### config.mk
export PLATFORM = sky130hd
export DESIGN_NAME = pmbus_fault_status_bank
export DESIGN_NICKNAME = d
export VERILOG_FILES = /design/src/verilog/pmbus_fault_status_bank.v
export VERILOG_INCLUDE_DIRS = /design/src /design/src/shared
export SDC_FILE = /design/constraint.sdc
export NUM_CORES = 1
export LEC_CHECK = 0
export ABC_AREA = 1
export BUFFER_PORTS_ARGS = -buffer_cell sky130_fd_sc_hd__buf_2
export CELL_PAD_IN_SITES_DETAIL_PLACEMENT = 1
export CELL_PAD_IN_SITES_GLOBAL_PLACEMENT = 2
export CORE_MARGIN = 1
export CORE_UTILIZATION = 22
export DETAILED_ROUTE_END_ITERATION = 6
export GPL_TIMING_DRIVEN = 0
export PLACE_DENSITY_LB_ADDON = 0.1
export SETUP_SLACK_MARGIN = 0.4
export SLEW_MARGIN = 20
export SYNTH_ARGS = -nofsm -noshare
export SYNTH_HDL_FRONTEND = slang
export SYNTH_SLANG_ARGS = --single-unit
### constraint.sdc
create_clock -name CLK -period 1 [get_ports CLK]
set_input_delay 0.05 -clock CLK [delete_from_list [all_inputs] [get_ports CLK]]
set_output_delay 0.05 -clock CLK [all_outputs]
set_load 0.01 [all_outputs]
### src/shared/fault_bank_map.vh
// Command codes, supported-bit masks and field positions of the fault and status bank.
// Assumes inclusion by the bank module only; definitions only.
`ifndef FAULT_BANK_MAP_VH
`define FAULT_BANK_MAP_VH

// ----------------------------------------------------------------
// Command codes (register addresses)
// ----------------------------------------------------------------
`define CMD_CLEAR_FAULTS          8'h03
`define CMD_STATUS_WORD           8'h79
`define CMD_OUTPUT_CURRENT_STATUS 8'h7b
`define CMD_INPUT_SUPPLY_STATUS   8'h7c
`define CMD_EXTERNAL_HEAT_STATUS  8'h7d
`define CMD_COMM_MEMORY_STATUS    8'h7e
`define CMD_DEVICE_SPECIFIC       8'h80
`define CMD_MEMORY_CORRECTION     8'hb6
`define CMD_PIN_STATE_REPORT      8'he5
`define CMD_COMMON_DEVICE_FLAGS   8'hef

// ----------------------------------------------------------------
// Supported-bit masks and write-one-to-clear masks
// ----------------------------------------------------------------
`define MASK_OUTPUT_CURRENT       8'ha8
`define MASK_INPUT_SUPPLY         8'ha8
`define W1C_INPUT_SUPPLY          8'h80
`define MASK_EXTERNAL_HEAT        8'hc0
`define MASK_COMM_MEMORY          8'hfb
`define MASK_DEVICE_SPECIFIC      8'hfb
`define MASK_COMMON_FLAGS         8'hfa
`define MASK_PIN_STATE            16'hcfff

// ----------------------------------------------------------------
// Field positions and reset values
// ----------------------------------------------------------------
`define BIT_DEVICE_SUMMARY        12
`define BIT_ECC_CLEAN             5
`define BIT_COMMON_NOT_ALERTING   7
`define RESET_STATUS              8'h00

`endif

### src/verilog/pmbus_fault_status_bank.v
// Fault and status register bank of a dual-channel power controller.
// Assumes a command decoder on CLK presents one-cycle write, read and clear strobes,
// and that fault sources are synchronous levels; pin levels are synchronised here.
//
// Operation
// - Output-current byte: overcurrent fault bit 7, warning bit 5, power-stage fault bit 3.
// - Unsupported status bits always read back zero.
// - Writing 1 clears supported bits of current, heat, comm and device bytes.
// - Any supported bit set in those bytes may raise ALERT.
// - Input byte: overvoltage fault bit 7, undervoltage warning bit 5, off-for-low-input bit 3.
// - In the input byte only bit 7 raises ALERT and is write-one-clearable.
// - External heat byte: fault bit 7, warning bit 6, lower bits zero.
// - Comm byte: bad command bit 7, bad data bit 6, packet check failure bit 5.
// - Comm byte: memory 4, processor 3, other comm 1, other logic 0; bit 2 zero.
// - Device byte: heat fault, heat warning, CRC, PLL, log, short, fault pin flags.
// - Any device-specific bit sets status word summary bit and may raise ALERT.
// - Pin word: stages ready 15/14, temperature invalid 11, sync off 10, power-good 9/8.
// - Pin word bits 7:0: run pin forcing and levels, fault pin forcing and levels.
// - Common byte: not alerting, not busy, no calc, steady, memory ready, timeout.
// - Info word bit 5 is zero when memory corrections were made; rest reserved.
// - Clear-faults clears every fault bit at once and releases ALERT when no fault is still present.
// - Clear-faults never restarts a latched-off channel.
// - Latched channel restarts only after off-then-on command or power cycle.
// - A fault still present at clear-faults is set again at once.
// - Current, input and comm status move as single data bytes.
// - Device summary flag is bit 12 of the status word.
`timescale 1ns/100ps
`include "fault_bank_map.vh"

module pmbus_fault_status_bank (
  // Clock and reset
  input  wire        CLK,
  input  wire        RESETN,
  // Register access from the command decoder
  input  wire [7:0]  CMD_CODE,
  input  wire        WRITE_STROBE,
  input  wire        CLEAR_STROBE,
  input  wire        READ_STROBE,
  input  wire [7:0]  WRITE_DATA,
  output reg  [15:0] READ_DATA,
  output reg         READ_VALID,
  output reg         READ_UNKNOWN,
  // Fault sources, one-cycle or level events from internal logic
  input  wire [7:0]  CURRENT_EVENTS,
  input  wire [7:0]  INPUT_EVENTS,
  input  wire [7:0]  HEAT_EVENTS,
  input  wire [7:0]  COMM_EVENTS,
  input  wire [7:0]  DEVICE_EVENTS,
  // Internal live state
  input  wire [1:0]  STAGES_READY,
  input  wire        TEMP_MAYBE_INVALID,
  input  wire [1:0]  POWER_GOOD,
  input  wire [1:0]  FORCING_ENABLE_LOW,
  input  wire [1:0]  FORCING_FAULT_LOW,
  input  wire        NOT_BUSY,
  input  wire        NO_CALC_PENDING,
  input  wire        OUTPUT_STEADY,
  input  wire        MEMORY_INITIALIZED,
  input  wire        ECC_CORRECTED,
  // Pins, asynchronous to CLK
  input  wire        SYNC_DISABLED_PIN,
  input  wire        CHANNEL_ZERO_ENABLE_PIN,
  input  wire        CHANNEL_ONE_ENABLE_PIN,
  input  wire        CHANNEL_ZERO_FAULT_LINE,
  input  wire        CHANNEL_ONE_FAULT_LINE,
  input  wire        SHARED_TIMEBASE_TIMEOUT,
  // Alert and summary
  input  wire [7:0]  ALERT_MASK,
  output reg         ALERT_N_OE,
  output reg         DEVICE_SUMMARY_FLAG
);

  // ----------------------------------------------------------------
  // Pin synchronisers
  // ----------------------------------------------------------------
  reg  [5:0] pin_meta;
  reg  [5:0] pin_sync;
  wire [5:0] pin_raw;
  assign pin_raw = {SHARED_TIMEBASE_TIMEOUT, SYNC_DISABLED_PIN, CHANNEL_ONE_ENABLE_PIN,
                    CHANNEL_ZERO_ENABLE_PIN, CHANNEL_ONE_FAULT_LINE, CHANNEL_ZERO_FAULT_LINE};

  always @(posedge CLK) begin
    if (!RESETN) begin
      pin_meta <= 6'h00;
      pin_sync <= 6'h00;
    end else begin
      pin_meta <= pin_raw;
      pin_sync <= pin_meta;
    end
  end

  // ----------------------------------------------------------------
  // Sticky status update
  // ----------------------------------------------------------------
  // Set wins over any clear, so a fault still present at a clear stays set.
  function [7:0] sticky;
    input [7:0] cur;
    input [7:0] ev;
    input [7:0] mask;
    input [7:0] w1c_mask;
    input       wr;
    input [7:0] wdata;
    input       clr_all;
    reg   [7:0] kept;
    begin
      kept = cur;
      if (clr_all)
        kept = 8'h00;
      else if (wr)
        kept = cur & ~(wdata & w1c_mask);
      sticky = (kept | ev) & mask;
    end
  endfunction

  reg [7:0] current_status;
  reg [7:0] input_status;
  reg [7:0] heat_status;
  reg [7:0] comm_status;
  reg [7:0] device_status;

  wire wr_current = WRITE_STROBE && (CMD_CODE == `CMD_OUTPUT_CURRENT_STATUS);
  wire wr_input   = WRITE_STROBE && (CMD_CODE == `CMD_INPUT_SUPPLY_STATUS);
  wire wr_heat    = WRITE_STROBE && (CMD_CODE == `CMD_EXTERNAL_HEAT_STATUS);
  wire wr_comm    = WRITE_STROBE && (CMD_CODE == `CMD_COMM_MEMORY_STATUS);
  wire wr_device  = WRITE_STROBE && (CMD_CODE == `CMD_DEVICE_SPECIFIC);
  // Clear-faults touches status bits only; channel latch-off lives elsewhere and is untouched.
  wire clr_all    = CLEAR_STROBE;

  always @(posedge CLK) begin
    if (!RESETN) begin
      current_status <= `RESET_STATUS;
      input_status   <= `RESET_STATUS;
      heat_status    <= `RESET_STATUS;
      comm_status    <= `RESET_STATUS;
      device_status  <= `RESET_STATUS;
    end else begin
      current_status <= sticky(current_status, CURRENT_EVENTS, `MASK_OUTPUT_CURRENT,
                               `MASK_OUTPUT_CURRENT, wr_current, WRITE_DATA, clr_all);
      input_status   <= sticky(input_status, INPUT_EVENTS, `MASK_INPUT_SUPPLY,
                               `W1C_INPUT_SUPPLY, wr_input, WRITE_DATA, clr_all);
      heat_status    <= sticky(heat_status, HEAT_EVENTS, `MASK_EXTERNAL_HEAT,
                               `MASK_EXTERNAL_HEAT, wr_heat, WRITE_DATA, clr_all);
      comm_status    <= sticky(comm_status, COMM_EVENTS, `MASK_COMM_MEMORY,
                               `MASK_COMM_MEMORY, wr_comm, WRITE_DATA, clr_all);
      device_status  <= sticky(device_status, DEVICE_EVENTS, `MASK_DEVICE_SPECIFIC,
                               `MASK_DEVICE_SPECIFIC, wr_device, WRITE_DATA, clr_all);
    end
  end

  // ----------------------------------------------------------------
  // Alert and summary
  // ----------------------------------------------------------------
  // Mask bit order: current, input, heat, comm, device; a set mask bit blocks that byte.
  wire [4:0] byte_active;
  assign byte_active = {|device_status, |comm_status, |heat_status,
                        |(input_status & `W1C_INPUT_SUPPLY), |current_status};
  wire next_alert = |(byte_active & ~ALERT_MASK[4:0]);

  always @(posedge CLK) begin
    if (!RESETN) begin
      ALERT_N_OE          <= 1'b0;
      DEVICE_SUMMARY_FLAG <= 1'b0;
    end else begin
      ALERT_N_OE          <= next_alert;
      DEVICE_SUMMARY_FLAG <= |device_status;
    end
  end

  // ----------------------------------------------------------------
  // Read-only words
  // ----------------------------------------------------------------
  wire [15:0] pin_word;
  assign pin_word = {STAGES_READY[1], STAGES_READY[0], 2'b00, TEMP_MAYBE_INVALID, pin_sync[4],
                     POWER_GOOD[1], POWER_GOOD[0], FORCING_ENABLE_LOW[1], FORCING_ENABLE_LOW[0],
                     pin_sync[3], pin_sync[2], FORCING_FAULT_LOW[1], FORCING_FAULT_LOW[0],
                     pin_sync[1], pin_sync[0]} & `MASK_PIN_STATE;
  wire [7:0] common_byte;
  assign common_byte = {~ALERT_N_OE, NOT_BUSY, NO_CALC_PENDING, OUTPUT_STEADY,
                        MEMORY_INITIALIZED, 1'b0, pin_sync[5], 1'b0} & `MASK_COMMON_FLAGS;
  wire [15:0] info_word;
  assign info_word = {10'h000, ~ECC_CORRECTED, 5'h00};
  wire [15:0] status_word_high;
  assign status_word_high = {3'b000, |device_status, 12'h000};

  // ----------------------------------------------------------------
  // Read port
  // ----------------------------------------------------------------
  // Byte registers return in the low byte with the high byte zero.
  reg [15:0] next_read;
  reg        next_unknown;
  always @* begin
    next_read    = 16'h0000;
    next_unknown = 1'b0;
    case (CMD_CODE)
      `CMD_OUTPUT_CURRENT_STATUS: next_read = {8'h00, current_status};
      `CMD_INPUT_SUPPLY_STATUS:   next_read = {8'h00, input_status};
      `CMD_EXTERNAL_HEAT_STATUS:  next_read = {8'h00, heat_status};
      `CMD_COMM_MEMORY_STATUS:    next_read = {8'h00, comm_status};
      `CMD_DEVICE_SPECIFIC:       next_read = {8'h00, device_status};
      `CMD_STATUS_WORD:           next_read = status_word_high;
      `CMD_PIN_STATE_REPORT:      next_read = pin_word;
      `CMD_COMMON_DEVICE_FLAGS:   next_read = {8'h00, common_byte};
      `CMD_MEMORY_CORRECTION:     next_read = info_word;
      default:                    next_unknown = 1'b1;
    endcase
  end

  always @(posedge CLK) begin
    if (!RESETN) begin
      READ_DATA    <= 16'h0000;
      READ_VALID   <= 1'b0;
      READ_UNKNOWN <= 1'b0;
    end else begin
      READ_VALID   <= READ_STROBE;
      READ_UNKNOWN <= READ_STROBE & next_unknown;
      if (READ_STROBE)
        READ_DATA <= next_read;
    end
  end

endmodule

==> flow_summary.yaml, run 1 <==
yosys:
  synthArstFlopShare: 0
  netlist_area_mm2: 0.00243
  synth_cells: 344
  synth.area.top_cells: "dfxtp_1 (44%), nand2_1 (12%), inv_1 (6.9%), nand3_1 (6.8%), nor2_1 (5.7%)"
  ys.warnings.count: 0
  yosysSeqAreaShare: 0.436
  synth_nets: 433
  synth_cell_type_count: 30
  yosys.area.top_type: "dfxtp_1"
  synth_edf_count: 0
  synth.avg_cell_area_um2: 7.07
  yosysTopAreaCellShare: 0.436
  ys_seq_elements: 53
  synthFlopType: "dfxtp_1"
timing:
  rsz0062_at_grt: "yes"
  final_max_slew_viol_count: 0
  clock_skew_ns: 0.00774
  min_period_ns: 1.12
  finalHoldViolations: 23
  setup_tns_ns: -0.329
  timing.fmax_mhz: 891
  setup_slack_ns: -0.122
  setup_viol: 5
  whs_ns: -0.0569
  fin_crit_sh: 1.12
critical_path:
  end_kind: "flop"
  crit_cells: 6
  worstPathArrival_ns: 1.34
  rr_worst_depth: 6
  start_kind: "flop"
  worst_path_max_delay_cell: "dfxtp_2"
  critPathMaxFanout: 3
  slowest_delay_ns: 0.35
  crit_type: "reg -> reg"
  path_cells: "nor3_2, and3_4, or2_4, nand3b_1, nand2_1, inv_1"
  critPathBufInv: 1
  required_ns: 1.22
  timing.rr.end: "ALERT_N_OE"
  r2r_slack_ns: -0.12
  cpLargestDelayFamily: "simple AND/OR/NAND/NOR gates"
  rr_startpoint: "device_status[7]"
drt:
  wl_per_cell_um: 14.3
  route.detailed.drc: 0
  drt-pass1-iter-count: 6
  drt_iter0_drc: 101
  ant_nets: 0
  vias: 2701
  via_per_inst: 4.34
  wl_um: 8910
die:
  coreArea_mm2: 0.0108
  rows: 38
  die_x_um: 107
  dieArea_mm2: 0.0115
  dieHeight_um: 107
  num_io_pins: 109
  start_util: 0.225
clock_network:
  h-tree-depth: 2
  clockBufferDepth: 2
  clock_sinks: 53
  hold_buffers: 9
  cts-root-buf: "clkbuf_8"
  clock_latency_ns: 0.31
  clk_pin_slew_ns: 0.10
  cts-buffers-inserted: 5
  tritoncts: "yes"
grt:
  antenna_found_initial: 0
  grt.overflow.total: 0
  grt_first_pass_wirelength_um: 14100
  track_usage: 0.161
  grt_pass1_vias: 2796
  grt_max_degree: 17
run_status:
  status: "complete, but fails checks"
  violations: "negative hold slack, negative setup slack"
worst_hold_path:
  whs_path_depth: 3
  hp-class: "in -> reg"
  hp-start: "CURRENT_EVENTS[5]"
  hold_end: "current_status[5]"
final_layout:
  n_antenna_cell: 0
  fill_cells: 1291
  syn2layout_area_growth_pct: 75.4
  drive_gt1_frac: 0.546
  fin_nets: 570
power:
  total_power_mw: 4.33
  p_leak_nw: 1.96
  p_per_area_mw_per_mm2: 1020
  p_seq_frac: 0.526
  pwr-share-comb: 0.182
  intPower_mw: 3.09
  p_switching_mw: 1.24
  p_clk_frac: 0.292
  ir_drop_v: 0.000469
  sw_frac_of_total: 0.287
place:
  place.gp.congestion: 0.718
  hpwl_um: 6590
  port_buffers: 84
  place_ws_ns: -0.413
run:
  drv_cap: 0
[layer usage]
layer,share of wire,up-vias,GRT usage
met4,0.0074,0,0.0323
met1,0.48,1262,0.221
met3,0.036,6,0.0237
met2,0.48,54,0.268
li1,-,1379,-
met5,0,-,0
[cells in the mapped netlist, types with 2 or more instances]
| master | count |
|---|---|
| nand3b_1 | 2 |
| buf_2 | 2 |
| inv_2 | 2 |
| o211ai_1 | 8 |
| nor4_1 | 2 |
| inv_1 | 45 |
| clkbuf_1 | 7 |
| nor2_1 | 37 |
| a31oi_1 | 12 |
| nand2_2 | 7 |
| buf_6 | 2 |
| nor2_2 | 4 |
| nand2_1 | 79 |
| nand4_1 | 5 |
| nor2_4 | 4 |
| a21oi_1 | 26 |
| nand3_1 | 33 |
| nor3_1 | 3 |
| dfxtp_1 | 53 |
[power groups by stage]
stage	registers [mW]	logic, mW	clock network [mW]
2_1_floorplan	2.30	0.289	0
3_3_place_gp	2.32	0.551	0
3_5_place_dp	2.32	0.557	0
4_1_cts	2.28	0.728	1.33
5_1_grt	2.29	0.866	1.39
6_report	2.28	0.787	1.27
[state kept, by name, indices dropped and copies added, names as in the netlist]
name	cells
ALERT_N_OE	1
DEVICE_SUMMARY_FLAG	1
READ_DATA	15
READ_UNKNOWN	1
READ_VALID	1
comm_status	7
current_status	3
device_status	7
heat_status	2
input_status	3
pin_meta	6
pin_sync	6
[what timing repair did]
action                     CTS  global route
resized for setup          123            52
buffers inserted            20            16
setup endpoints to repair   59            60
hold endpoints to repair    34            25
cloned                       1             0
pin swaps                   39            43
[how the worst max path moves through the flow]
stage | slack [ns] | startpoint | end
floorplan | 0.004 | device_status[7] | ALERT_N_OE
CTS | -0.13 | device_status[7] | ALERT_N_OE
global route | -0.19 | device_status[7] | ALERT_N_OE
finish | -0.12 | device_status[7] | ALERT_N_OE
global placement | -0.40 | CMD_CODE[0] | READ_DATA[7]
detailed placement | -0.41 | CMD_CODE[0] | READ_DATA[7]
[through the flow]
stage                     cell area [um^2]   util  cells  hold WS (ns)
final                                 4270  0.395    622       -0.0569
after global placement                3160  0.293    568         0.234
after floorplan                       2570      -    344         0.143
after global routing                  4270  0.395    622       -0.0537
after detailed placement              3160  0.293    568         0.238
after CTS                             3950  0.366    606       -0.0699
[cells in the final DEF (no fill, tap or decap), types with 5 or more instances in the layout]
cell	synthesis	final
a21oi_1	26	18
a21oi_2	1	9
a31oi_1	12	11
buf_12	0	6
buf_2	2	62
buf_4	1	23
buf_6	2	35
clkbuf_8	0	6
dfxtp_1	53	21
dfxtp_2	0	28
dlygate4sd3_1	0	9
inv_1	45	34
inv_2	2	8
nand2_1	79	62
nand2_2	7	10
nand2_4	0	11
nand3_1	33	15
nand3_2	1	15
nand4_1	5	5
nor2_1	37	27
nor2_2	4	6
nor2_4	4	12
o211ai_1	8	8
[tightest hold or removal path, cell delays in order]
cell and delay [ns]:
buf_2 0.07, a31oi_1 0.03, nor2_1 0.07
[cells by family (layout without fill, tap and decap cells)]
family                 after synthesis  in the layout  synth area share
other                                1              1           0.00154
flip-flops                          53             53             0.436
AO/OA/AOI/OAI                       50             50             0.119
AND/OR/NAND/NOR                    180            180             0.342
buffers and inverters               60            198             0.101
[final cells by class]
type	instances	area [um^2]	area share
buffer	13	93.8	0.0220
clock buffer	6	72.6	0.0170
clock inverter	2	13.8	0.00323
inverter	47	228	0.0534
multi-input combinational	231	1530	0.358
sequential	53	1110	0.260
tap	140	175	0.0411
timing repair buffer	130	1040	0.245
Power figures use the tool's default switching activity.
==> run 2, diff against run 1 <==
--- a/config.mk
+++ b/config.mk
@@ -6,12 +6,11 @@
 export SDC_FILE = /design/constraint.sdc
 export NUM_CORES = 1
 export LEC_CHECK = 0
-export ABC_AREA = 1
 export BUFFER_PORTS_ARGS = -buffer_cell sky130_fd_sc_hd__buf_2
 export CELL_PAD_IN_SITES_DETAIL_PLACEMENT = 1
 export CELL_PAD_IN_SITES_GLOBAL_PLACEMENT = 2
 export CORE_MARGIN = 1
-export CORE_UTILIZATION = 22
+export CORE_UTILIZATION = 23
 export DETAILED_ROUTE_END_ITERATION = 6
 export GPL_TIMING_DRIVEN = 0
 export PLACE_DENSITY_LB_ADDON = 0.1
==> run 2 against run 1 <==
Effect of this change:
- the flow still finishes with violations (negative hold slack, negative setup slack)
- total power up 5.4%
- worst hold slack got worse by 0.0066 ns
- clock power up 20%
- sequential share of layout area is 1.8 points higher
- non-clock buffer count is 12 lower
- maximum frequency is 5.0% lower
- critical path depth rose by 1
- global-route usage increased by 0.83 points
- via count shrank 9.3%
- cell count is 17% lower
==> flow_summary.yaml, run 2 <==
yosys:
  synth.avg_cell_area_um2: 8.94
  synth_edf_count: 0
  synth_nets: 351
  yosys.area.top_type: "dfxtp_1"
  synth.most_common_cell: "dfxtp_1"
  synthFlopType: "dfxtp_1"
  ys_seq_elements: 53
  synth.area.top_cells: "dfxtp_1 (45%), nand3_1 (4.9%), nor2_1 (4.5%), a21oi_1 (3.6%), and2_1 (3.5%)"
  synth_cells: 262
  synth_cell_type_count: 52
  yosysSeqAreaShare: 0.453
  yosysTopAreaCellShare: 0.453
  synthArstFlopShare: 0
  ys.warnings.count: 0
  synthTopCellsByCount: "dfxtp_1 (53), nor2_1 (28), nand3_1 (23)"
  netlist_area_mm2: 0.00234
clock_network:
  clk_pin_slew_ns: 0.10
  clock_latency_ns: 0.31
  clock_sinks: 53
  h-tree-depth: 2
  cts-root-buf: "clkbuf_8"
  tritoncts: "yes"
  clockBufferDepth: 2
  cts-buffers-inserted: 5
critical_path:
  required_ns: 1.24
  slowest_delay_ns: 0.55
  rr_worst_depth: 3
  timing.rr.end: "ALERT_N_OE"
  crit_type: "in -> reg"
  end_kind: "flop"
  start_kind: "input port"
  worstPathArrival_ns: 1.42
  critPathMaxFanout: 5
  r2r_slack_ns: -0.18
  worst_path_max_delay_cell: "or4_4"
  path_cells: "buf_6, or4_4, nor2_4, buf_4, a22o_1, a2111oi_4, nor3_2"
  rr_startpoint: "device_status[0]"
place:
  place.gp.congestion: 0.778
  hpwl_um: 6450
  port_buffers: 81
  place_ws_ns: -0.801
timing:
  final_max_slew_viol_count: 0
  timing.fmax_mhz: 847
  setup_slack_ns: -0.181
  fin_crit_sh: 1.18
  clock_skew_ns: 0.00865
  whs_ns: -0.0635
  finalHoldViolations: 29
  setup_viol: 26
  min_period_ns: 1.18
  rsz0062_at_grt: "yes"
final_layout:
  register_area_mm2: 0.00110
  largest_reg_flops: 15
  largestRegisters: "READ_DATA: 15 flops, comm_status: 7 flops, device_status: 7 flops"
  fill_cells: 1155
  final_common_cell: "buf_2"
  n_antenna_cell: 0
  utilization: 0.402
  fin_nets: 472
  drive_gt1_frac: 0.573
  final_cell_mix: "buf_2 (58), buf_6 (31), dfxtp_1 (27), nor2_1 (27), dfxtp_2 (24)"
  syn2layout_area_growth_pct: 68.7
  top_register: "READ_DATA"
  multi_input_area_mm2: 0.00146
die:
  num_io_pins: 109
  die_x_um: 103
  dieHeight_um: 103
  rows: 36
  dieArea_mm2: 0.0106
  coreArea_mm2: 0.00982
  start_util: 0.238
run_status:
  status: "complete, but fails checks"
  violations: "negative hold slack, negative setup slack"
drt:
  drt_iter0_drc: 52
  ant_nets: 0
  wl_um: 9000
  vias: 2451
  via_per_inst: 4.74
  wl_per_cell_um: 17.4
  drt-pass1-iter-count: 4
  route.detailed.drc: 0
worst_hold_path:
  hold_end: "pin_meta[2]"
  hp-class: "in -> reg"
  whs_path_depth: 2
  hp-start: "CHANNEL_ZERO_ENABLE_PIN"
grt:
  grt.overflow.total: 0
  grt_first_pass_wirelength_um: 13100
  antenna_found_initial: 0
  grt_pass1_vias: 2394
  track_usage: 0.170
  grt_max_degree: 18
power:
  total_power_mw: 4.57
  p_per_area_mw_per_mm2: 1160
  p_leak_nw: 1.55
  ir_drop_v: 0.000761
run:
  drv_cap: 0
==> run 2: cell types whose count changed after synthesis, sizes merged, moves of 9 or more <==
cell | previous run | this run
nand3 | 34 | 23
and2 | 0 | 13
nand2 | 86 | 12
a21oi | 27 | 18
inv | 47 | 13
nor2 | 46 | 30
==> run 2: cell type report <==
class                      count  area share
buffer                        17      0.0399
clock buffer                   5      0.0174
clock inverter                 3      0.0111
inverter                      14      0.0158
multi-input combinational    178       0.369
sequential                    53       0.278
tap                          133      0.0421
timing repair buffer         114       0.227
==> run 2: critical path, delay by kind of cell <==
family | cells | cell delay, ns
AND/OR/NAND/NOR | 3 | 0.85
AO/OA/AOI/OAI | 2 | 0.26
buffers and inverters | 2 | 0.25
==> run 2: routing by layer <==
layer,vias to the layer above,GRT usage,share of wire
met1,1190,0.237,0.49
met2,55,0.271,0.47
met5,-,0,0
met4,0,0.0455,0.0052
met3,2,0.0278,0.035
li1,1204,-,-
==> run 2: kinds of logic after synthesis <==
group,Yosys count,share of synthesized area
and+or+nand+nor,101,0.243
AOI/OAI and AO/OA,72,0.226
DFF,53,0.453
buffers and inverters,31,0.0599
muxes,3,0.0128
xor gates and xnor gates,1,0.00374
other,1,0.00160
==> run 2: worst max path at each step <==
stage                       end           start  slack, ns  cells after the start
6_report           READ_DATA[3]     CMD_CODE[1]      -0.18                      7
3_5_place_dp       READ_DATA[7]     CMD_CODE[1]      -0.80                      6
4_1_cts        device_status[4]     CMD_CODE[6]      -0.21                      7
2_1_floorplan      READ_DATA[6]     CMD_CODE[2]      -0.34                      6
5_1_grt              ALERT_N_OE  comm_status[3]      -0.24                      3
3_3_place_gp       READ_DATA[7]     CMD_CODE[1]      -0.83                      6
==> run 2: metrics by stage <==
step                      hold WS, ns  cells  TNS [ns]  area [um^2]
after floorplan                 0.161    262     -6.87         2450
after global placement          0.255    476    -16.64         3030
after detailed placement        0.260    476    -16.91         3030
after CTS                     -0.0749    502     -3.71         3580
after global routing          -0.0710    517     -4.46         3950
final                         -0.0635    517     -3.22         3950
==> run 2: report_power, final <==
part	total (mW)	internal, mW	switching [mW]
registers	2.30	2.21	0.0917
clock network	1.52	0.752	0.768
logic	0.743	0.368	0.374
==> run 2: repair_timing <==
action,CTS,global route
gates cloned,2,1
hold buffers,1,2
resized for setup,79,51
pin swaps,26,41
setup endpoints to repair,59,60
setup buffers,15,12
endpoints found under the hold margin,35,30
==> run 3, diff against run 2 <==
--- a/config.mk
+++ b/config.mk
@@ -6,7 +6,7 @@
 export SDC_FILE = /design/constraint.sdc
 export NUM_CORES = 1
 export LEC_CHECK = 0
-export BUFFER_PORTS_ARGS = -buffer_cell sky130_fd_sc_hd__buf_2
+export BUFFER_PORTS_ARGS = -buffer_cell sky130_fd_sc_hd__buf_4
 export CELL_PAD_IN_SITES_DETAIL_PLACEMENT = 1
 export CELL_PAD_IN_SITES_GLOBAL_PLACEMENT = 2
 export CORE_MARGIN = 1
==> run 3 against run 2 <==
Effect of this change:
- wire length rose by 0.22%
- clock power down 17%
- critical path depth unchanged
- critical endpoint unchanged
- largest cell class unchanged
- via count is essentially flat
- the flow still finishes with violations (negative hold slack, negative setup slack)
- critical path type unchanged
- worst hold slack improved by 0.0070 ns
- register-to-register slack about the same
- combinational power rose by 11%
- sequential share of layout area fell by 0.88 points
==> flow_summary.yaml, run 3 (synthesis gave the netlist of run 2 again) <==
clock_network:
  clk_pin_slew_ns: 0.11
  clockBufferDepth: 2
  tritoncts: "yes"
  cts-buffers-inserted: 5
  clock_latency_ns: 0.30
  clock_sinks: 53
  h-tree-depth: 2
  cts-root-buf: "clkbuf_8"
run_status:
  status: "complete, but fails checks"
  violations: "negative hold slack, negative setup slack"
run:
  drv_cap: 0
timing:
  setup_viol: 28
  fin_crit_sh: 1.25
  finalHoldViolations: 28
  whs_ns: -0.0565
  setup_slack_ns: -0.245
  slew_headroom: 0.645
  clock_skew_ns: 0.00983
  worst_pin_slew_ns: 0.532
  final_max_slew_viol_count: 0
  rsz0062_at_grt: "yes"
  min_period_ns: 1.25
  timing.fmax_mhz: 803
final_layout:
  register_area_mm2: 0.00110
  n_antenna_cell: 0
  top_register: "READ_DATA"
  fin_area_mm2: 0.00408
  multi_input_area_mm2: 0.00145
  final_cell_mix: "buf_4 (78), buf_6 (34), nor2_1 (27), dfxtp_1 (27), dfxtp_2 (24)"
  fill_cells: 1150
  final_common_cell: "buf_4"
  fin_nets: 473
  largest_reg_flops: 15
  largestRegisters: "READ_DATA: 15 flops, comm_status: 7 flops, device_status: 7 flops"
  drive_gt1_frac: 0.566
  syn2layout_area_growth_pct: 74.2
critical_path:
  end_kind: "flop"
  crit_type: "in -> reg"
  start_kind: "input port"
  rr_worst_depth: 3
  path_cells: "buf_8, or4_4, nor2_4, buf_4, a22o_1, a2111oi_2, nor3_1"
  timing.rr.end: "ALERT_N_OE"
  worstPathArrival_ns: 1.47
  slowest_delay_ns: 0.57
  required_ns: 1.22
  r2r_slack_ns: -0.18
  rr_startpoint: "device_status[0]"
  critPathMaxFanout: 6
  worst_path_max_delay_cell: "or4_4"
drt:
  vias: 2452
  drt_iter0_drc: 38
  wl_per_cell_um: 17.4
  via_per_inst: 4.73
  route.detailed.drc: 0
  wl_um: 9020
  drt-pass1-iter-count: 4
  ant_nets: 0
power:
  p_per_area_mw_per_mm2: 1070
  p_leak_nw: 1.60
  ir_drop_v: 0.000702
place:
  place_ws_ns: -0.817
  port_buffers: 81
  hpwl_um: 6490
  place_area_mm2: 0.00323
  place.gp.congestion: 0.783
die:
  rows: 36
  die_x_um: 103
  start_util: 0.238
  dieArea_mm2: 0.0106
  coreArea_mm2: 0.00982
  dieHeight_um: 103
  num_io_pins: 109
grt:
  grt.overflow.total: 0
  grt_max_degree: 18
  antenna_found_initial: 0
  grt_pass1_vias: 2386
  grt_first_pass_wirelength_um: 13300
  track_usage: 0.170
worst_hold_path:
  hp-class: "in -> reg"
  whs_path_depth: 3
  hp-start: "INPUT_EVENTS[3]"
  hold_end: "input_status[3]"
==> run 3: cell count changes in the layout (fill, tap and decap cells not counted), sizes merged <==
cell and change:
buf +6, bufinv -1, clkbuf -2, clkinvlp +1, dlygate4sd3 -3
==> run 3: report_power, final <==
group	switching (mW)	total, mW	internal, mW
clock	0.756	1.26	0.500
sequential	0.0878	2.30	2.21
combinational	0.379	0.822	0.443
total	1.22	4.38	3.16
==> run 3: worst max-delay path by stage <==
stage,startpoint,endpoint,depth (start not counted),slack [ns]
after CTS,CMD_CODE[6],device_status[4],7,-0.21
after detailed placement,CMD_CODE[1],READ_DATA[7],6,-0.82
after global routing,CMD_CODE[1],READ_DATA[3],7,-0.32
after global placement,CMD_CODE[1],READ_DATA[7],6,-0.81
after floorplan,CMD_CODE[2],READ_DATA[6],6,-0.34
final,CMD_CODE[1],READ_DATA[3],7,-0.25
==> run 3: final cells by class <==
type	count	area share
multi-input cells	178	0.356
clock inverters	3	0.00521
well taps	133	0.0408
clock buffers	5	0.0169
plain buffers	17	0.0396
inverters	14	0.0153
flip-flops and latches	53	0.269
repair buffers	115	0.257
==> run 3: stage by stage <==
| step | power [mW] | instances | hold WS, ns | util | TNS [ns] |
|---|---|---|---|---|---|
| finish | 4.38 | 518 | -0.0565 | 0.415 | -4.05 |
| global route | 4.60 | 518 | -0.0623 | 0.415 | -5.60 |
| CTS | 4.38 | 505 | -0.0679 | 0.386 | -3.77 |
| detailed placement | 2.98 | 476 | 0.263 | 0.329 | -16.56 |
| global placement | 2.98 | 476 | 0.257 | 0.329 | -16.21 |
| floorplan | 2.61 | 262 | 0.161 | - | -6.87 |
==> run 3: layer usage <==
layer  GRT usage  share of wire
met4      0.0282         0.0081
met3      0.0231          0.035
met1       0.238           0.48
met2       0.282           0.48
met5           0              0
==> run 3: critical path, delay by kind of cell <==
| family | cells | cell delay, ns |
|---|---|---|
| buf+inv | 2 | 0.25 |
| simple gates | 3 | 0.93 |
| compound gates | 2 | 0.24 |
==> run 3: repair_timing <==
| action | CTS | global route |
|---|---|---|
| gates resized for setup | 87 | 38 |
| hold endpoints to repair | 28 | 30 |
| pin swaps | 31 | 37 |
| endpoints found under the setup margin | 59 | 60 |
| buffers inserted | 19 | 12 |
| gates cloned | 2 | 1 |
